### src/rtl/spdc_pkg.sv
/*
 spdc_pkg: shared constants for the spi target daisy-chain front end and its controller.
 assumes: both ends and the bench import nothing and refer to names as spdc_pkg::name.
*/
package spdc_pkg;
   localparam int SEG_BITS = 16; // status, header and address segments
   localparam int BYTE_BITS = 8; // one data byte
   localparam int WORD_BITS = 24; // basic word: address plus one byte
   localparam int NPORT = 3; // io ports 0..2
   localparam int CHAIN_W = 13; // header device count width
   localparam int FEAT_W = 5; // feature address width
   localparam int PORT_W = 3; // port select width
   localparam int FAULT_W = 6; // fault bits copied into status
   localparam int SEG_CNT_W = 4; // bit counter within a segment
   localparam int BYTE_CNT_W = 8; // saturating count of data bytes
   // segment identifiers in bits [15:14]
   localparam logic [1:0] HDR_ID = 2'h1; // header marker 0,1
   localparam logic [1:0] STAT_ID = 2'h3; // status marker 1,1
   // field positions inside a 16-bit segment
   localparam int ID_HI = 15;
   localparam int ID_LO = 14;
   localparam int RNW_POS = 15; // 1 read, 0 write
   localparam int FEAT_HI = 12; // word bit 20
   localparam int FEAT_LO = 8; // word bit 16
   localparam int PORT_HI = 6; // word bit 14
   localparam int PORT_LO = 4; // word bit 12
   localparam int MULTI_POS = 0; // word bit 8
   localparam int CHAIN_HI = 12;
   // reset values
   localparam logic [BYTE_BITS-1:0] BYTE_RST = 8'h00;
   localparam logic [CHAIN_W-1:0] CHAIN_RST = 13'h0000;
   // controller clock divider default: half period in system cycles (160 ns link)
   localparam int SCLK_HALF = 4;
   localparam int CNT_W = 8; // controller phase counter width
   localparam int FRAME_MAX = 40; // header + address + one byte
   localparam int BIT_CNT_W = 6; // controller bit counter width
   // segment tracking in the target
   typedef enum logic [1:0] {SPDC_SEG_FIRST, SPDC_SEG_ADDR, SPDC_SEG_DATA} spdc_seg_t;
   // controller sequence
   typedef enum logic [2:0] {SPDC_C_IDLE, SPDC_C_LEAD, SPDC_C_LOW, SPDC_C_HIGH, SPDC_C_TAIL}
      spdc_cst_t;
endpackage : spdc_pkg

### src/rtl/spdc_if.sv
/*
 spdc_if: the four-wire link between controller and target.
 assumes: controller drives sclk, cs_n and sdi; target drives sdo; no tristate.
*/
`timescale 1ns/1ps
interface spdc_if;
   logic sclk; // serial clock, idles low
   logic cs_n; // chip select, active low
   logic sdi; // controller to target data
   logic sdo; // target to controller data
   modport target (input sclk, input cs_n, input sdi, output sdo);
   modport ctrl (output sclk, output cs_n, output sdi, input sdo);
endinterface : spdc_if

### src/rtl/spdc_target.sv
/*
 spdc_target: spi target front end with status segment, header detect and daisy pass.
 assumes: link pins are asynchronous to CLK_SYS and sampled through two flip-flops;
 an external register file answers RD_DATA combinationally from RD_FEATURE/RD_PORT.
*/
// The register addresses and strobed register access are this design's own decisions.
`timescale 1ns/1ps
module spdc_target #(
   parameter int NPORT = spdc_pkg::NPORT
) (
   input wire logic CLK_SYS,
   input wire logic RST,
   spdc_if.target LINK,
   input wire logic [spdc_pkg::FAULT_W-1:0] FAULT,
   input wire logic [spdc_pkg::BYTE_BITS-1:0] RD_DATA,
   output logic [spdc_pkg::FEAT_W-1:0] RD_FEATURE,
   output logic [spdc_pkg::PORT_W-1:0] RD_PORT,
   output logic RD_STB,
   output logic WR_STB,
   output logic [spdc_pkg::FEAT_W-1:0] WR_FEATURE,
   output logic [NPORT-1:0] WR_MASK,
   output logic [NPORT*spdc_pkg::BYTE_BITS-1:0] WR_VALUE,
   output logic [spdc_pkg::CHAIN_W-1:0] CHAIN_LEN,
   output logic HDR_SEEN
);
   localparam int SB = spdc_pkg::SEG_BITS;
   localparam int BB = spdc_pkg::BYTE_BITS;

   // synchronisers: stage 1 feeds stage 2 only
   logic sclk_s1_q, sclk_s2_q, sclk_s3_q; // serial clock stages
   logic cs_s1_q, cs_s2_q, cs_s3_q; // chip select stages
   logic sdi_s1_q, sdi_s2_q; // data stages

   // decoded link events
   logic sel; // chip select active
   logic rise; // rising sclk inside a frame
   logic fall; // falling sclk inside a frame
   logic frame_start; // chip select fell
   logic frame_end; // chip select rose

   // receive state
   spdc_pkg::spdc_seg_t seg_q; // current segment kind
   logic [spdc_pkg::SEG_CNT_W-1:0] cnt_q; // bit within segment
   logic [SB-1:0] in_q; // receive shift register
   logic [SB-1:0] word; // segment including incoming bit
   logic seg_done; // 16-bit segment completes
   logic byte_done; // data byte completes
   logic rnw_q; // latched read/write bit
   logic cmd_q; // an address segment arrived
   logic [spdc_pkg::BYTE_CNT_W-1:0] nbytes_q; // complete data bytes
   logic [BB-1:0] data_q; // last complete data byte
   logic multi_q; // multi-port bit
   logic fetch_q; // load read data next cycle

   // transmit state
   logic [SB-1:0] out_q; // transmit / pass-through shift register
   logic sdo_q; // pin register

   // two-flop sampling of link pins
   always_ff @(posedge CLK_SYS) begin
      if (RST) begin
         sclk_s1_q <= 1'b0;
         sclk_s2_q <= 1'b0;
         sclk_s3_q <= 1'b0;
         cs_s1_q <= 1'b1;
         cs_s2_q <= 1'b1;
         cs_s3_q <= 1'b1;
         sdi_s1_q <= 1'b0;
         sdi_s2_q <= 1'b0;
      end else begin
         sclk_s1_q <= LINK.sclk;
         sclk_s2_q <= sclk_s1_q;
         sclk_s3_q <= sclk_s2_q;
         cs_s1_q <= LINK.cs_n;
         cs_s2_q <= cs_s1_q;
         cs_s3_q <= cs_s2_q;
         sdi_s1_q <= LINK.sdi;
         sdi_s2_q <= sdi_s1_q;
      end
   end

   // edge decode; activity with chip select high is ignored
   assign sel = ~cs_s2_q;
   assign rise = sel & sclk_s2_q & ~sclk_s3_q;
   assign fall = sel & ~sclk_s2_q & sclk_s3_q;
   assign frame_start = cs_s3_q & ~cs_s2_q;
   assign frame_end = ~cs_s3_q & cs_s2_q;

   // incoming segment, msb first
   assign word = {in_q[SB-2:0], sdi_s2_q};
   assign seg_done = rise && (seg_q != spdc_pkg::SPDC_SEG_DATA) &&
                     (cnt_q == spdc_pkg::SEG_CNT_W'(SB - 1));
   assign byte_done = rise && (seg_q == spdc_pkg::SPDC_SEG_DATA) &&
                      (cnt_q == spdc_pkg::SEG_CNT_W'(BB - 1));

   // receive shifter
   always_ff @(posedge CLK_SYS) begin
      if (RST || frame_start) begin
         in_q <= '0;
      end else if (rise) begin
         in_q <= word;
      end
   end

   // segment sequencing: header optional, then address, then bytes
   always_ff @(posedge CLK_SYS) begin
      if (RST || frame_start) begin
         seg_q <= spdc_pkg::SPDC_SEG_FIRST;
         cnt_q <= '0;
      end else if (seg_done) begin
         cnt_q <= '0;
         // header only in first position, else it is the address
         if (seg_q == spdc_pkg::SPDC_SEG_FIRST &&
             word[spdc_pkg::ID_HI:spdc_pkg::ID_LO] == spdc_pkg::HDR_ID) begin
            seg_q <= spdc_pkg::SPDC_SEG_ADDR;
         end else begin
            seg_q <= spdc_pkg::SPDC_SEG_DATA;
         end
      end else if (byte_done) begin
         cnt_q <= '0;
      end else if (rise) begin
         cnt_q <= cnt_q + 1'b1;
      end
   end

   // header capture: device count, bit 13 ignored
   always_ff @(posedge CLK_SYS) begin
      if (RST) begin
         CHAIN_LEN <= spdc_pkg::CHAIN_RST;
         HDR_SEEN <= 1'b0;
      end else if (frame_start) begin
         HDR_SEEN <= 1'b0;
      end else if (seg_done && seg_q == spdc_pkg::SPDC_SEG_FIRST &&
                   word[spdc_pkg::ID_HI:spdc_pkg::ID_LO] == spdc_pkg::HDR_ID) begin
         CHAIN_LEN <= word[spdc_pkg::CHAIN_HI:0];
         HDR_SEEN <= 1'b1;
      end
   end

   // address segment: operation, feature, port, multi-port
   always_ff @(posedge CLK_SYS) begin
      if (RST) begin
         rnw_q <= 1'b0;
         cmd_q <= 1'b0;
         multi_q <= 1'b0;
         RD_FEATURE <= '0;
         RD_PORT <= '0;
         fetch_q <= 1'b0;
      end else begin
         fetch_q <= 1'b0;
         if (frame_start) begin
            cmd_q <= 1'b0;
         end else if (seg_done && !(seg_q == spdc_pkg::SPDC_SEG_FIRST &&
                      word[spdc_pkg::ID_HI:spdc_pkg::ID_LO] == spdc_pkg::HDR_ID)) begin
            cmd_q <= 1'b1;
            rnw_q <= word[spdc_pkg::RNW_POS];
            RD_FEATURE <= word[spdc_pkg::FEAT_HI:spdc_pkg::FEAT_LO];
            RD_PORT <= word[spdc_pkg::PORT_HI:spdc_pkg::PORT_LO];
            multi_q <= word[spdc_pkg::MULTI_POS];
            fetch_q <= 1'b1;
         end
      end
   end

   // read request pulse, one cycle after the address completes
   assign RD_STB = fetch_q;

   // data bytes: keep the last whole byte and count them
   always_ff @(posedge CLK_SYS) begin
      if (RST) begin
         data_q <= spdc_pkg::BYTE_RST;
         nbytes_q <= '0;
      end else if (frame_start) begin
         nbytes_q <= '0;
      end else if (byte_done) begin
         data_q <= word[BB-1:0];
         if (nbytes_q != '1) begin
            nbytes_q <= nbytes_q + 1'b1;
         end
      end
   end

   // transmit: status first, then any header passed through, then register byte, then pass-through
   always_ff @(posedge CLK_SYS) begin
      if (RST) begin
         out_q <= '0;
         sdo_q <= 1'b0;
      end else if (frame_start) begin
         out_q <= {spdc_pkg::STAT_ID, FAULT, spdc_pkg::BYTE_RST};
         sdo_q <= spdc_pkg::STAT_ID[1]; // first status bit before first edge
      end else begin
         if (fetch_q) begin
            out_q[SB-1:BB] <= RD_DATA;
         end else if (rise) begin
            out_q <= {out_q[SB-2:0], sdi_s2_q};
         end
         if (fall) begin
            sdo_q <= out_q[SB-1];
         end
      end
   end
   assign LINK.sdo = sdo_q;

   // write commit at chip select release on whole bytes only
   always_ff @(posedge CLK_SYS) begin
      if (RST) begin
         WR_STB <= 1'b0;
         WR_FEATURE <= '0;
      end else begin
         WR_STB <= 1'b0;
         if (frame_end && cmd_q && !rnw_q && nbytes_q != '0 && cnt_q == '0) begin
            WR_STB <= 1'b1;
            WR_FEATURE <= RD_FEATURE;
         end
      end
   end

   // per-port mask and value; multi-port spreads data bit n over port n
   for (genvar p = 0; p < NPORT; p++) begin : g_port
      always_ff @(posedge CLK_SYS) begin
         if (RST) begin
            WR_MASK[p] <= 1'b0;
            WR_VALUE[p*BB +: BB] <= spdc_pkg::BYTE_RST;
         end else if (frame_end) begin
            if (multi_q) begin
               WR_MASK[p] <= 1'b1;
               WR_VALUE[p*BB +: BB] <= {BB{data_q[p]}};
            end else begin
               WR_MASK[p] <= (RD_PORT == spdc_pkg::PORT_W'(p));
               WR_VALUE[p*BB +: BB] <= data_q;
            end
         end
      end
   end

endmodule : spdc_target

### src/flat_wrapper.sv
// flat-port wrapper written by rule: the top's interface ports become plain ports
module spdc_target_flat 
#(
   parameter int NPORT = spdc_pkg::NPORT
)
  (CLK_SYS, RST, FAULT, RD_DATA, RD_FEATURE, RD_PORT, RD_STB, WR_STB, WR_FEATURE, WR_MASK, WR_VALUE, CHAIN_LEN, HDR_SEEN, LINK_sclk, LINK_cs_n, LINK_sdi, LINK_sdo);
  spdc_if LINK_i ();
  input wire logic CLK_SYS;
  input wire logic RST;
  input wire logic [spdc_pkg::FAULT_W-1:0] FAULT;
  input wire logic [spdc_pkg::BYTE_BITS-1:0] RD_DATA;
  output logic [spdc_pkg::FEAT_W-1:0] RD_FEATURE;
  output logic [spdc_pkg::PORT_W-1:0] RD_PORT;
  output logic RD_STB;
  output logic WR_STB;
  output logic [spdc_pkg::FEAT_W-1:0] WR_FEATURE;
  output logic [NPORT-1:0] WR_MASK;
  output logic [NPORT*spdc_pkg::BYTE_BITS-1:0] WR_VALUE;
  output logic [spdc_pkg::CHAIN_W-1:0] CHAIN_LEN;
  output logic HDR_SEEN;
  input wire logic [$bits(LINK_i.sclk)-1:0] LINK_sclk;
  input wire logic [$bits(LINK_i.cs_n)-1:0] LINK_cs_n;
  input wire logic [$bits(LINK_i.sdi)-1:0] LINK_sdi;
  output wire logic [$bits(LINK_i.sdo)-1:0] LINK_sdo;
  assign LINK_i.sclk = LINK_sclk;
  assign LINK_i.cs_n = LINK_cs_n;
  assign LINK_i.sdi = LINK_sdi;
  assign LINK_sdo = LINK_i.sdo;
  spdc_target #(.NPORT(NPORT)) u_core (.CLK_SYS(CLK_SYS), .RST(RST), .LINK(LINK_i), .FAULT(FAULT), .RD_DATA(RD_DATA), .RD_FEATURE(RD_FEATURE), .RD_PORT(RD_PORT), .RD_STB(RD_STB), .WR_STB(WR_STB), .WR_FEATURE(WR_FEATURE), .WR_MASK(WR_MASK), .WR_VALUE(WR_VALUE), .CHAIN_LEN(CHAIN_LEN), .HDR_SEEN(HDR_SEEN));
endmodule
### config.mk
export PLATFORM = sky130hd
export DESIGN_NAME = spdc_target_flat
export DESIGN_NICKNAME = d
export VERILOG_FILES = /design/src/rtl/spdc_pkg.sv /design/src/rtl/spdc_if.sv /design/src/rtl/spdc_target.sv /design/src/flat_wrapper.sv
export SDC_FILE = /design/constraint.sdc
export NUM_CORES = 1
export LEC_CHECK = 0
export BUFFER_PORTS_ARGS = -buffer_cell sky130_fd_sc_hd__buf_2
export CAP_MARGIN = 5
export CORE_MARGIN = 4
export CORE_UTILIZATION = 56
export DETAILED_ROUTE_END_ITERATION = 16
export GPL_ROUTABILITY_DRIVEN = 1
export PLACE_DENSITY = 0.81
export SLEW_MARGIN = 20
export SYNTH_ARGS = -nofsm -noshare
export SYNTH_HDL_FRONTEND = slang
export SYNTH_SLANG_ARGS = --single-unit
export TNS_END_PERCENT = 20
### constraint.sdc
create_clock -name CLK_SYS -period 2.3 [get_ports CLK_SYS]
set_input_delay 0.115 -clock CLK_SYS [delete_from_list [all_inputs] [get_ports CLK_SYS]]
set_output_delay 0.115 -clock CLK_SYS [all_outputs]
set_load 0.01 [all_outputs]
# Word-level counts from Yosys, hierarchy flattened
# Cells that the tools add are included.
classes:
  reduce_logical: 28
  eq_ne: 8
  n_mux: 15
  bitwise: 12
  addsub: 2
op_table:
  columns: ["operator", "n"]
  rows:
  - ["two-way mux 8 bit", 5]
  - ["two-way mux 16 bit", 2]
  - ["logical AND 1 bit", 12]
  - ["AND reduction 2 bit", 5]
  - ["adder 8 x 1 -> 8 bit (second input constant)", 1]
  - ["!= test 8 bit (second input constant)", 1]
  - ["nonzero test 8 bit", 1]
  - ["two-way mux 1 bit", 7]
  - ["bitwise AND 1 bit", 6]
  - ["inverter 1 bit", 6]
  - ["adder 4 x 1 -> 4 bit (second input constant)", 1]
  - ["== test 4 x 3 -> 1 bit (second input constant)", 1]
  - ["== test 4 bit (second input constant)", 1]
  - ["logical NOT 4 bit", 1]
  - ["== test 3 x 1 -> 1 bit (second input constant)", 1]
  - ["== test 3 x 2 -> 1 bit (second input constant)", 1]
  - ["logical NOT 3 bit", 1]
  - ["nonzero test 3 bit", 1]
  - ["OR reduction 3 bit", 1]
  - ["== test 2 x 1 -> 1 bit (second input constant)", 1]
  - ["== test 2 bit (second input constant)", 1]
  - ["logical NOT 1 bit", 2]
  - ["logical NOT 2 bit", 1]
  - ["two-way mux 2 bit", 1]
  - ["4 further kinds", 4]
word_totals:
  output_inout_bits: 57
  ff_bits: 121
  wordCells: 97
  in_bits: 19

# Depth between registers and ports, before layout
# Gate-level depths: netlist (run 1).
logic_depth:
  ltp_word: 8
  depth_mapped: 8
  ltp_nobuf: 6

# Worst setup path after synthesis (run 1)
# No wires, ideal clock.
synth_path:
  path_kind: "register to register"
  startpoint: "register u_core.cnt_q[0] (netlist bit)"
  endpoint: "register u_core.rnw_q"
  slack_ns: 0.591
  t_arrival_ns: 1.593
  n_path_buf: 1
  period_less_slack_ns: 1.709
  path_stages_with_launch: 7
  required_ns: 2.184
  setup_time_ns: 0.116
  path_cell_list: "dfxtp_1 ha_1 and2_1 buf_2 nand3_4 or3_4 a31o_1"
synth_via:
  elab_chain_len: 4
synth_rtl:
  columns: ["item", "line", "source"]
  rows:
  - ["start, declared", "spdc_target.sv:43", "logic [spdc_pkg::SEG_CNT_W-1:0] cnt_q;"]
  - ["start signal, assigned", "spdc_target.sv:122", "cnt_q <= cnt_q + 1'b1;"]
  - ["== test 4 bit", "spdc_target.sv:92", "(cnt_q == spdc_pkg::SEG_CNT_W'(SB - 1));"]
  - ["logical AND 1 bit", "spdc_target.sv:91", "assign seg_done = rise && (seg_q != spdc_pkg::SPDC_SEG_DATA) &&"]
  - ["logical AND 1 bit", "spdc_target.sv:153", "end else if (seg_done && !(seg_q == spdc_pkg::SPDC_SEG_FIRST &&"]
  - ["AND reduction 2 bit (no line)", null, null]
  - ["end signal, assigned", "spdc_target.sv:156", "rnw_q <= word[spdc_pkg::RNW_POS];"]
  - ["end, declared", "spdc_target.sv:48", "logic rnw_q;"]
# Every way passes these cells.
# A chain may end at the register's enable or synchronous reset.

# Worst setup path in the final report (run 1)
layout_path:
  startpoint: "register u_core.seg_q[0]"
  endpoint: "register u_core.CHAIN_LEN[4] (netlist bit)"
layout_via:
  elab_chain_len: 6
  elab_cells_between_ends: 7
  cone_classes: "eq/ne (1); reduce/logical (6)"
layout_rtl:
  columns: ["item", "line", "source"]
  rows:
  - ["start, declared", "spdc_target.sv:42", "spdc_pkg::spdc_seg_t seg_q;"]
  - ["start signal, assigned", "spdc_target.sv:108", "seg_q <= spdc_pkg::SPDC_SEG_FIRST;"]
  - ["start signal, assigned", "spdc_target.sv:115", "seg_q <= spdc_pkg::SPDC_SEG_ADDR;"]
  - ["start signal, assigned", "spdc_target.sv:117", "seg_q <= spdc_pkg::SPDC_SEG_DATA;"]
  - ["!= test 2 bit", "spdc_target.sv:91", null]
  - ["logical AND 1 bit (2 in a row)", "spdc_target.sv:91", null]
  - ["logical AND 1 bit * (2 in a row)", "spdc_target.sv:133", "end else if (seg_done && seg_q == spdc_pkg::SPDC_SEG_FIRST &&"]
  - ["AND reduction 2 bit (no line) *", null, null]
  - ["end signal, assigned", "spdc_target.sv:129", "CHAIN_LEN <= spdc_pkg::CHAIN_RST;"]
  - ["end signal, assigned", "spdc_target.sv:135", "CHAIN_LEN <= word[spdc_pkg::CHAIN_HI:0];"]
  - ["end, declared", "spdc_target.sv:23", "output logic [spdc_pkg::CHAIN_W-1:0] CHAIN_LEN,"]
# Every way passes the cells marked *; elsewhere a longest branch is shown, timed or not.

==> results of run 1 <==
kinds of logic after synthesis:
logic type | count (synthesis) | share of synthesized area, %
buffers and inverters | 53 | 4.647
XOR/XNOR | 5 | 0.9088
adder cells (fa/ha/maj) | 4 | 1.038
multiplexers | 15 | 3.115
AND/OR/NAND/NOR | 234 | 24.09
flip-flops | 121 | 50.26
AO/OA/AOI/OAI | 131 | 15.94
metal layers:
layer,wire length (microns),GRT usage (%)
met1,5052,31.17
met2,5839,39.90
met3,897,6.644
met4,279,11.09
met5,0,0
cell type report:
| type | count | area [sq um] |
|---|---|---|
| sequential | 121 | 2422 |
| clock buffer | 17 | 414.1 |
| multi-input combinational | 389 | 2176 |
| tap | 105 | 131.4 |
| clock inverter | 15 | 143.9 |
| inverter | 16 | 60.06 |
| timing repair buffer | 95 | 548.0 |
| fill | 616 | 2404 |
sequential cells by signal, indices dropped and copies added, names as in the netlist, 2 cells and up:
name / count
u_core.seg_q: 2
u_core.WR_VALUE: 24
u_core.nbytes_q: 8
u_core.cnt_q: 4
u_core.WR_MASK: 3
u_core.CHAIN_LEN: 13
u_core.RD_FEATURE: 5
u_core.out_q: 16
u_core.data_q: 8
u_core.RD_PORT: 3
u_core.WR_FEATURE: 5
u_core.in_q: 15
placed cells by master (no fill, tap or decap), types with 5 or more instances in the layout:
cell type and instances:
sky130_fd_sc_hd__a21oi_1 65, sky130_fd_sc_hd__a221oi_1 6, sky130_fd_sc_hd__and2_1 5, sky130_fd_sc_hd__buf_2 75, sky130_fd_sc_hd__buf_4 11, sky130_fd_sc_hd__clkbuf_16 16
sky130_fd_sc_hd__dfxtp_1 121, sky130_fd_sc_hd__dlygate4sd3_1 9, sky130_fd_sc_hd__inv_1 15, sky130_fd_sc_hd__mux2i_1 15, sky130_fd_sc_hd__nand2_1 80, sky130_fd_sc_hd__nand2b_1 6
sky130_fd_sc_hd__nand3_1 20, sky130_fd_sc_hd__nand4_1 6, sky130_fd_sc_hd__nor2_1 57, sky130_fd_sc_hd__nor2b_1 14, sky130_fd_sc_hd__nor3_1 22, sky130_fd_sc_hd__o21ai_0 30
sky130_fd_sc_hd__o22ai_1 14
worst min-delay path, cell delays in order:
cell and delay (ns):
sky130_fd_sc_hd__buf_2 0.10, sky130_fd_sc_hd__inv_1 0.04, sky130_fd_sc_hd__a221oi_1 0.07, sky130_fd_sc_hd__a21oi_1 0.13, sky130_fd_sc_hd__nor3_1 0.06
metrics by stage:
stage / area (sq um) / setup WS, ns / util (%)
floorplan: 4820 / 0.5910 / -
CTS: 5896 / 0.2581 / 71.04
finish: 5896 / 0.2371 / 71.04
detailed placement: 5248 / 0.3465 / 63.23
global placement: 5248 / 0.4349 / 63.23
global route: 5896 / 0.04356 / 71.04
power by group:
group,switching (mW),total [mW],internal (mW)
Combinational,0.109,0.178,0.0698
Clock,1.01,2.46,1.45
Sequential,0.0185,2.14,2.13
Total,1.14,4.79,3.65
timing repair:
action / 4_1_cts / 5_1_grt
endpoints found under the hold margin: 9 / 0
resized for setup: 0 / 0
hold buffers: 9 / 0
setup endpoints to repair: 0 / 0
final timing paths:
path	start	to	slack, ns	cells past startpoint
setup / recovery	u_core.seg_q[0]$_SDFFE_PP0P_	u_core.CHAIN_LEN[4]$_SDFFE_PP0P_	0.24	4
hold / removal	RD_DATA[4]	u_core.out_q[12]$_SDFFE_PP0P_	0.03	5
setup reg to reg	u_core.seg_q[0]$_SDFFE_PP0P_	u_core.CHAIN_LEN[4]$_SDFFE_PP0P_	0.24	4
hold reg to reg	u_core.cs_s1_q$_SDFF_PP1_	u_core.cs_s2_q$_SDFF_PP1_	0.44	1
synthesized netlist by cell type (3+ instances only):
master	n
sky130_fd_sc_hd__xnor2_1	3
sky130_fd_sc_hd__a21oi_1	65
sky130_fd_sc_hd__dfxtp_1	121
sky130_fd_sc_hd__o21ai_0	30
sky130_fd_sc_hd__ha_1	4
sky130_fd_sc_hd__o22ai_1	14
sky130_fd_sc_hd__buf_2	5
sky130_fd_sc_hd__or3_1	4
sky130_fd_sc_hd__o311ai_0	3
sky130_fd_sc_hd__nor2_1	57
sky130_fd_sc_hd__a221oi_1	6
sky130_fd_sc_hd__nand2_1	80
sky130_fd_sc_hd__nand4_1	6
sky130_fd_sc_hd__nand3_1	20
sky130_fd_sc_hd__clkbuf_1	27
sky130_fd_sc_hd__buf_4	3
sky130_fd_sc_hd__and2_1	5
sky130_fd_sc_hd__nand2b_1	6
sky130_fd_sc_hd__or2_2	3
sky130_fd_sc_hd__nor2b_1	15
sky130_fd_sc_hd__inv_1	15
sky130_fd_sc_hd__nor3_1	22
sky130_fd_sc_hd__mux2i_1	15
==> impl_summary.md, run 1 <==
Clocking
In this run the post-CTS setup repair buffer count came out at 0. The TritonCTS sink count is 121. TritonCTS built the clock tree.

The clock root buffer is sky130_fd_sc_hd__clkbuf_8. At the later pin of the worst-skew pair, clock insertion delay measures 0.52 ns. The H-tree generated during clock tree synthesis spans 4 levels.

The clock input transition at the sequential cells of the worst setup and hold paths is ~0.06 ns. Counting along the longest clock path gives a buffer depth of 2. Clock tree synthesis inserted a total of 17 buffers.

Yosys
The primary flip-flop cell chosen by synthesis mapping is sky130_fd_sc_hd__dfxtp_1. The total number of yosys warnings is 0. The average instance area after synthesis is 8.561 sq um.

Yosys attributes the largest share of cell area to sky130_fd_sc_hd__dfxtp_1 50%, sky130_fd_sc_hd__a21oi_1 6.7%, sky130_fd_sc_hd__nand2_1 6.2%. The proportion of synthesized chip area in sequential cells is 50.26%. In this run, synthesis produced a sequential element count of 121. Synthesis produced a netlist whose cell count is ~560. The share of Yosys cell area claimed by the top area cell type is between 50% and 60%. The number of enable flip-flop cells after synthesis is 0. When the netlist entered floorplanning its net count stood at 586. After synthesis, the share of flip-flops with an asynchronous set or reset is 0%.

The mapped netlist covers 4820 sq um. The library cell occupying the most area in the post-synthesis netlist is sky130_fd_sc_hd__dfxtp_1. The count of cell types in the netlist is 50.

Critical path
Counting both buffers and inverters, the worst setup path holds a total of 0. The delay contributed by the slowest stage of the critical path is 0.67 ns. By startpoint and endpoint, the worst setup path is classified as register to register.

The standard cell with the maximum stage delay on the critical path is sky130_fd_sc_hd__and4_1. At the worst endpoint, the required time is between 2 and 3 ns. The data arrival time of the worst path is ~2.5 ns. STA classifies the critical path startpoint as a register. The family with the most delay on the worst path is simple AND/OR/NAND/NOR gates. The worst setup path is captured at a register. Of all nets on the critical path, the largest fanout is 15. The signal on the critical path passes through nor4b_4 -> and4_1 -> nand3_1 -> a21oi_1.

STA
The slew of the pin with the lowest slew margin is 0.6877 ns. Dividing the final minimum period by the clock period gives 89.69%. The final critical path time including I/O delays and setup is just over 2 ns. On the final layout, the worst clock skew is 0.005198 ns.

The total negative slack for setup checks is 0 ns. The hold violation total from the final report is 0. The count of pins over their slew limit was 0.

Setup repair after global routing left no endpoint under its margin. Measured against its own limit, the worst slew margin works out to 53.51%. The tightest hold margin is 0.02958 ns. Setup violations remaining at the end of the flow were counted as 0. The maximum clock frequency is 484.7 MHz.

GRT
Entering global routing, the biggest net connects 68 pins. The number of global-route vias before repair is 4168. The total routing resource utilization after global routing is 24.81%. The number of antenna violations at the first check in global routing is 0. The first-pass GRT wire length is approximately 20000 microns. Summed over all layers, the global routing overflow is 0.

Detailed routing
The detailed router's first-iteration violation count is 304. The final antenna-violating net count is 0. The first-pass detailed-route iteration total is 6. The aggregate routed wire length is 12070 microns.

The post-detailed-route wirelength per cell is between 15 and 20 microns. The residual DRC count is 0. After detailed routing, the number of vias per cell comes to 5.792. Across all layers, the routed design uses 4390 vias.

Place
The half-perimeter wire length of the detailed placement result is approximately 7700 microns. Once placement completed, the tool counted placed cells totaling around 720. The routability congestion estimate from global placement is 0.8746.

Port buffering added 75 buffers.

Layout
The final cell count without fillers is 758. The synthesis-to-finish area growth is 22.33%. The final layout contains 663 nets.

The post-route netlist has 20.52% of its cells at a drive strength greater than 1. The number of inserted diodes is 0.

Pwr
The largest vdd supply drop is 0.5724 mV. For this design the static power due to leakage is 2.389 nW. The total chip power is about 4.8 mW. The power per cell area is 812.0 nW/um^2.

Die
The number of placed I/O pins is 76. The die outline width is 100.8 microns. Row generation in the floorplan step produced 33 rows. The placeable core region is 8299 sq um.

The floorplan step set the die height to 100.8 microns. The effective utilization at floorplan is between 50% and 60%. The die covers ~10000 sq um.

Worst hold path
The worst min-delay path category is input pin to register.

Outcome
The flow ran to the end, and the final reports show no timing, DRC or antenna violations.

Flow run
Across the run, the number of max-cap violations was 0.
Power figures use the tool's default switching activity.
==> run 2: changes to the inputs <==
- CTS_CLUSTER_SIZE: unset -> 24
- RECOVER_POWER: unset -> 25
==> run 2 against run 1 <==
  * Via count barely moved
  * First-iteration DRC count is 15% lower
  * Worst hold slack better by 0.0068 ns
  * Total power shrank 0.19%
  * Highest routed layer unchanged
  * Critical path type unchanged
  * Largest power group unchanged
  * Largest cell class unchanged
==> impl_summary.md, run 2 (synthesized netlist as in run 1, its figures left out) <==
Outcome
The flow ran to the end, and the final reports show no timing, DRC or antenna violations.

STA
The total negative slack for setup checks is 0 ns. The worst-case clock skew is 0.01273 ns. Setup repair after global routing left no endpoint under its margin.

The final count of negative-setup-slack endpoints is 0. Based on the critical path, the design can be clocked at up to about 490 MHz. The post-route clock period utilization is 89.33%.

The worst slew slack as a fraction of its limit is 53.53%. The slew of the pin with the lowest slew margin is 0.6874 ns. Setup slack closes at 0.2454 ns.

The final critical path time including I/O delays and setup is 2.055 ns. The count of pins over their slew limit came to 0. The hold violation total from the final report is 0. Hold is met by 0.03637 ns.

Pwr
The static power due to leakage is 2.234 nW. Of the total power, combinational logic draws 3.7%. The sequential power share is 44.9%.

Power comes to about 4.8 mW. Net switching is 23.73% of the power. The clock network is responsible for 51.4% of the overall power. Dividing total power by cell area gives a power density of between 800 and 900 nW/um^2. The largest vdd supply drop is 0.5694 mV. The internal power of the cells totals 3.644 mW. In this run the power spent charging and discharging nets is 1.134 mW.

Detailed routing
The residual DRC count is 0. The first-pass detailed-route iteration total is 6. Dividing the detail-routed via count by the number of cells gives 5.790. The final antenna-violating net count is 0. The first routing iteration left between 200 and 300 violations.

After detailed routing, the average wire length per cell comes to approximately 16 microns. The final route contains 4389 vias. The final layout contains routed wiring with a total length of 12110 microns.

Clocking
After clock tree synthesis, the flow added hold-fix buffers numbering 9. The root buffer cell chosen for the clock tree is sky130_fd_sc_hd__clkbuf_8. The clock input transition at the sequential cells of the worst setup and hold paths is 0.06 ns. In this run the deepest clock path goes through 2 buffers. The TritonCTS sink count is ~120. The H-tree level count is 4. The number of buffers created by CTS is 17. The post-cts gate resize count is 0. The clock insertion delay at the later pin of the skew report is 0.52 ns. The clock tree from TritonCTS is done. The number of setup buffers added after CTS is 0.

Die
From bottom edge to top edge, the die measures 100.8 microns. In this run the horizontal extent of the chip is 100.8 microns. Once the floorplan was initialized, standard cells occupied 58.07% of the core. The total area inside the core boundary comes to 8299 sq um. The floorplan die area is between 10000 and 15000 sq um.

The count of standard-cell rows is 33. 76 I/O pins were placed.

Place
The HPWL after detailed placement is 7739 microns. The minimum setup slack after placement is 0.3465 ns. The count of input and output buffers is 75. The routability congestion estimate from global placement is slightly below 0.9.

Layout
The post-layout net count is about 660. The multi-input gate area in the final layout is around 2200 sq um. u_core.WR_VALUE holds more flip-flops than any other register.

From synthesis to final layout, the design area changed by 21.39%. The register with the most flip-flops in the layout has 24 of them. Leaving out fill and tap cells, the most frequent cell in the layout is sky130_fd_sc_hd__dfxtp_1. The count of filler cells inserted in the layout is 624.

The largest registers in the layout are u_core.WR_VALUE: 24 flops, u_core.out_q: 16 flops, u_core.in_q: 15 flops. The number of antenna diodes in the final layout is 0. In the layout the commonest cells are 121 x sky130_fd_sc_hd__dfxtp_1, 80 x sky130_fd_sc_hd__nand2_1, 65 x sky130_fd_sc_hd__a21oi_1, 57 x sky130_fd_sc_hd__nor2_1, 39 x sky130_fd_sc_hd__buf_2. Summing all flip-flop and latch instances after layout gives 2422 sq um. Cells with a size suffix above 1 make up 15.01% of the layout.

Critical path
The worst flop-to-flop path endpoint is u_core.CHAIN_LEN[4]$_SDFFE_PP0P_. The critical path class is register to register. STA classifies the critical path startpoint as a register. In this run the critical register-to-register path is launched from u_core.seg_q[0]$_SDFFE_PP0P_. Data arrives at the worst endpoint at 2.50 ns.

The endpoint class of the critical path is a register. At the worst endpoint, the required time is 2.74 ns. For flop-to-flop paths, the worst setup slack is 0.25 ns. The peak fanout along the critical path is 15. The depth of the worst register-to-register path is 4.

Worst hold path
The worst hold path belongs to the class input pin to register. The path with the worst hold slack has its endpoint at u_core.out_q[9]$_SDFFE_PP0P_. The worst hold path begins at RD_DATA[1]. Along the worst hold path, the cell count comes to 5.

GRT
The total routing resource utilization after global routing is 24.81%. The number of global-route vias before repair is 4168. The number of antenna violations at the first check in global routing is 0. Summed over all layers, the global routing overflow is 0. The met1 track demand over resource in global routing is 31.17%.

The global routing usage on met3 is 6.644%. The met2 usage in global routing is roughly two fifths. Entering global routing, the biggest net connects just under 70 pins. After global routing, the most crowded layer is met2. The first-pass GRT wire length is 20000 microns.

Flow run
Max-cap violations in this run came to 0.
run 2: worst max-delay path by stage:
stage	depth (start not counted)	slack, ns	start	end
finish	4	0.25	u_core.seg_q[0]$_SDFFE_PP0P_	u_core.CHAIN_LEN[4]$_SDFFE_PP0P_
global placement	5	0.43	u_core.cs_s2_q$_SDFF_PP1_	u_core.nbytes_q[4]$_SDFFE_PP0P_
detailed placement	5	0.35	u_core.cnt_q[0]$_SDFFE_PP0N_	u_core.CHAIN_LEN[7]$_SDFFE_PP0P_
global route	5	0.04	u_core.cnt_q[0]$_SDFFE_PP0N_	u_core.CHAIN_LEN[4]$_SDFFE_PP0P_
CTS	4	0.26	u_core.seg_q[0]$_SDFFE_PP0P_	u_core.CHAIN_LEN[4]$_SDFFE_PP0P_
floorplan	6	0.59	u_core.cnt_q[0]$_SDFFE_PP0N_	u_core.rnw_q$_SDFFE_PP0P_
run 2: area by class of cell:
type | instances | area share [%]
flip-flops and latches | 121 | 41.40
multi-input cells | 389 | 37.19
repair buffers | 95 | 8.597
clock buffers | 17 | 7.079
clock inverters | 15 | 2.459
well taps | 105 | 2.246
inverters | 16 | 1.027
run 2: power by group through the flow:
stage | clock (mW) | sequential [mW] | combinational, mW
after global routing | 2.58 | 2.15 | 0.195
after CTS | 2.48 | 2.14 | 0.177
final | 2.46 | 2.14 | 0.176
after detailed placement | 0 | 2.19 | 0.163
after global placement | 0 | 2.19 | 0.159
after floorplan | 0 | 2.19 | 0.100
run 2: stage by stage:
step           instances  instance area [sq um]  util (%)
6_report             758                   5851     70.50
5_1_grt              758                   5851     70.50
4_1_cts              758                   5896     71.04
3_5_place_dp         717                   5248     63.23
3_3_place_gp         717                   5248     63.23
2_1_floorplan        563                   4820         -
run 2: metal layers:
metal	wire (microns)	vias to the layer above	part of all wire (%)
met3	820	22	6.8
met1	5159	2090	43
met5	0	-	0
met4	212	0	1.8
met2	5919	174	49
li1	-	2103	-
run 2: worst max-delay path: stages (launching register included):
cell,delay [ns]
sky130_fd_sc_hd__dfxtp_1,0.39
sky130_fd_sc_hd__nor4b_4,0.55
sky130_fd_sc_hd__and4_1,0.67
sky130_fd_sc_hd__nand3_1,0.17
sky130_fd_sc_hd__a21oi_1,0.18
==> run 3: changes to the inputs <==
--- a/config.mk
+++ b/config.mk
@@ -9,9 +9,10 @@
 export CAP_MARGIN = 5
 export CORE_MARGIN = 4
-export CORE_UTILIZATION = 56
+export CORE_UTILIZATION = 58
+export CTS_BUF_LIST = sky130_fd_sc_hd__clkbuf_4 sky130_fd_sc_hd__clkbuf_8
 export CTS_CLUSTER_SIZE = 24
 export DETAILED_ROUTE_END_ITERATION = 16
 export GPL_ROUTABILITY_DRIVEN = 1
-export PLACE_DENSITY = 0.81
+export PLACE_DENSITY = 0.83
 export RECOVER_POWER = 25
 export SLEW_MARGIN = 20
==> constraint.sdc (replaced) <==
create_clock -name CLK_SYS -period 2.3 [get_ports CLK_SYS]
set_input_delay 0.115 -clock CLK_SYS [delete_from_list [all_inputs] [get_ports CLK_SYS]]
set_output_delay 0.115 -clock CLK_SYS [all_outputs]
set_load 0.05 [all_outputs]
==> run 3 against run 2 <==
  * First-iteration DRC count is 3.9% lower
  * Setup slack got worse by 0.035 ns
  * Routed wire length down 2.0%
  * Highest routed layer unchanged
==> impl_summary.md, run 3 (synthesized netlist as in run 1, its figures left out) <==
Outcome
The run finished with clean final reports.

GRT
The first-pass GRT wire length is 19650 microns. The pin count of the biggest net entering global routing is 52. Global routing used 24.41% of the available tracks across all layers. The number of antenna violations at the first check in global routing is 0.

The total grt overflow is 0. The number of global-route vias before repair is 4181.

STA
The worst slew slack as a fraction of its limit is a little under half. The tightest hold margin is 0.02869 ns. The hold violation total from the final report came to 0. The total negative slack for setup checks is 0 ns. Setup violations remaining at the end of the flow were counted as 0. Derived from the worst setup path, the maximum achievable clock frequency is 478.6 MHz. At the pin with the least slew margin, the transition time is 0.7734 ns. The worst-case clock skew is between 0.01 and 0.015 ns. The post-route clock period utilization is 90.85%. The count of pins over their slew limit is 0. The worst-case setup margin in the final layout is 0.2106 ns.

The routed design could run at a clock period as short as between 2 and 2.5 ns. Setup repair after global routing left no endpoint under its margin.

Die
The region available for standard cell placement spans 7888 sq um. From left edge to right edge, the die measures 99.16 microns. The count of standard-cell rows is 32. The floorplan step set the die height to 99.16 microns. The floorplan die area is roughly 9800 sq um. The number of placed I/O pins is 76. The initial utilization of the core area, before any placement, comes to 61.10%.

Critical path
The worst setup path is captured at a register. The required arrival time at the worst endpoint is 2.63 ns. STA classifies the critical path startpoint as a register.

STA puts the critical path data arrival time at 2.42 ns. The peak fanout along the critical path is 15. The critical path class is register to register.

Pwr
Power comes to 4.176 mW. In this run the power density over the cells is 736.6 nW/um^2. IR analysis of the VDD net gives a maximum drop of 0.3834 mV. The static power due to leakage is 2.148 nW.

Layout
The largest registers in the layout are u_core.WR_VALUE: 24 flops, u_core.out_q: 16 flops, u_core.in_q: 15 flops. The flip-flop count of the largest register, all copies and words added is 24. The post-layout net count is 661. Leaving out fill and tap cells, the most frequent cells in the layout are 121 x sky130_fd_sc_hd__dfxtp_1, 80 x sky130_fd_sc_hd__nand2_1, 65 x sky130_fd_sc_hd__a21oi_1, 57 x sky130_fd_sc_hd__nor2_1, 40 x sky130_fd_sc_hd__buf_2.

The synthesis-to-finish area growth is 17.63%. The register with the most flip-flops in the final layout is u_core.WR_VALUE. The commonest non-fill, non-tap cell in the layout is sky130_fd_sc_hd__dfxtp_1.

Fill cells in the final layout number 610. The number of antenna diodes in the final layout is 0. Of the cells placed in the final design, the portion with a size suffix greater than 1 is between 10% and 20%. The share of the core filled with cells is 71.88%.

Flow run
The number of maximum-capacitance violations is 0.

Clocking
The tree is rooted in a sky130_fd_sc_hd__clkbuf_8. The clock tree from TritonCTS is done. After clock tree synthesis, the clock-pin slew on the worst setup and hold paths is 0.07 ns. The post-cts gate resize count is 0. In this run the number of H-tree levels came out at 4.

The number of buffers created by CTS is 17. The clock insertion delay at the later pin of the skew report is 0.42 ns. The clock passes through at most 2 buffers.

The TritonCTS sink count is roughly 120.

Detailed routing
Dividing the detail-routed via count by the number of cells gives 5.777. The pre-antenna-repair detailed-routing pass consisted of 5 iterations. Wires add up to 11870 microns.

In the routed design, unresolved DRC markers number 0. The via count is ~4400. In this run, the number of DRC markers left after iteration 0 of detailed routing was around 250.

In the final routed layout, each cell accounts on average for 15.77 microns. Once detail routing completed, the nets flagged for antenna violations numbered 0.

Place
The routability congestion estimate from global placement is between 0.8 and 0.9. Input and output buffers added on the ports amount to 75. Timing analysis after detailed placement gives a worst setup slack of 0.3479 ns. The half-perimeter wire length of the detailed placement result is between 7000 and 8000 microns.

Worst hold path
The path class of the tightest hold or removal check is input pin to register.
[run 3: cell count changes in the layout (fill, tap and decap cells not counted), sizes merged]
cell / change
buf: +1
clkinv: -2
dlygate4sd3: -2
clkinvlp: +1
[run 3: worst max-delay path: stages, from the launching register on]
cell and delay [ns]:
sky130_fd_sc_hd__dfxtp_1 0.41, sky130_fd_sc_hd__ha_1 0.20, sky130_fd_sc_hd__and2_1 0.36, sky130_fd_sc_hd__and4_1 0.60, sky130_fd_sc_hd__nand3_1 0.20, sky130_fd_sc_hd__a21oi_1 0.23
[run 3: area by class of cell]
type	instances	area, sq um	area share [%]
clock buffer	18	247.7	4.370
clock inverter	14	138.9	2.450
inverter	16	60.06	1.059
multi-input combinational	389	2176	38.38
sequential	121	2422	42.73
tap	102	127.6	2.251
timing repair buffer	93	496.7	8.762
[run 3: layer usage]
| layer | track usage, % | part of all wire (%) | vias up |
|---|---|---|---|
| li1 | - | - | 2101 |
| met1 | 31.71 | 43 | 2054 |
| met2 | 38.79 | 47 | 167 |
| met3 | 5.820 | 7.3 | 28 |
| met4 | 10.71 | 2.2 | 0 |
| met5 | 0 | 0 | - |
[run 3: repair_timing]
item	in CTS	in global routing
hold buffers	7	0
endpoints found under the hold margin	7	0
setup buffers	0	0
[run 3: report_power, final]
group / internal [mW] / total, mW / leakage, nW / switching [mW]
clock network: 0.905 / 1.82 / 0.183 / 0.912
registers: 2.12 / 2.14 / 0.978 / 0.0191
logic: 0.0655 / 0.217 / 0.986 / 0.152
total: 3.09 / 4.18 / 2.15 / 1.08
[run 3: worst paths after layout]
check	cells after the start	slack [ns]	startpoint	to
worst min register to register	1	0.44	u_core.cs_s1_q$_SDFF_PP1_	u_core.cs_s2_q$_SDFF_PP1_
worst max-delay path	5	0.21	u_core.cnt_q[0]$_SDFFE_PP0N_	u_core.CHAIN_LEN[2]$_SDFFE_PP0P_
worst max register to register	5	0.21	u_core.cnt_q[0]$_SDFFE_PP0N_	u_core.CHAIN_LEN[2]$_SDFFE_PP0P_
worst min-delay path	3	0.03	FAULT[0]	u_core.out_q[8]$_SDFFE_PP0P_
[run 3: through the flow]
step	cells	instance area, sq um
floorplan	563	4820
global placement	714	5256
detailed placement	714	5256
CTS	753	5713
global route	753	5669
finish	753	5669
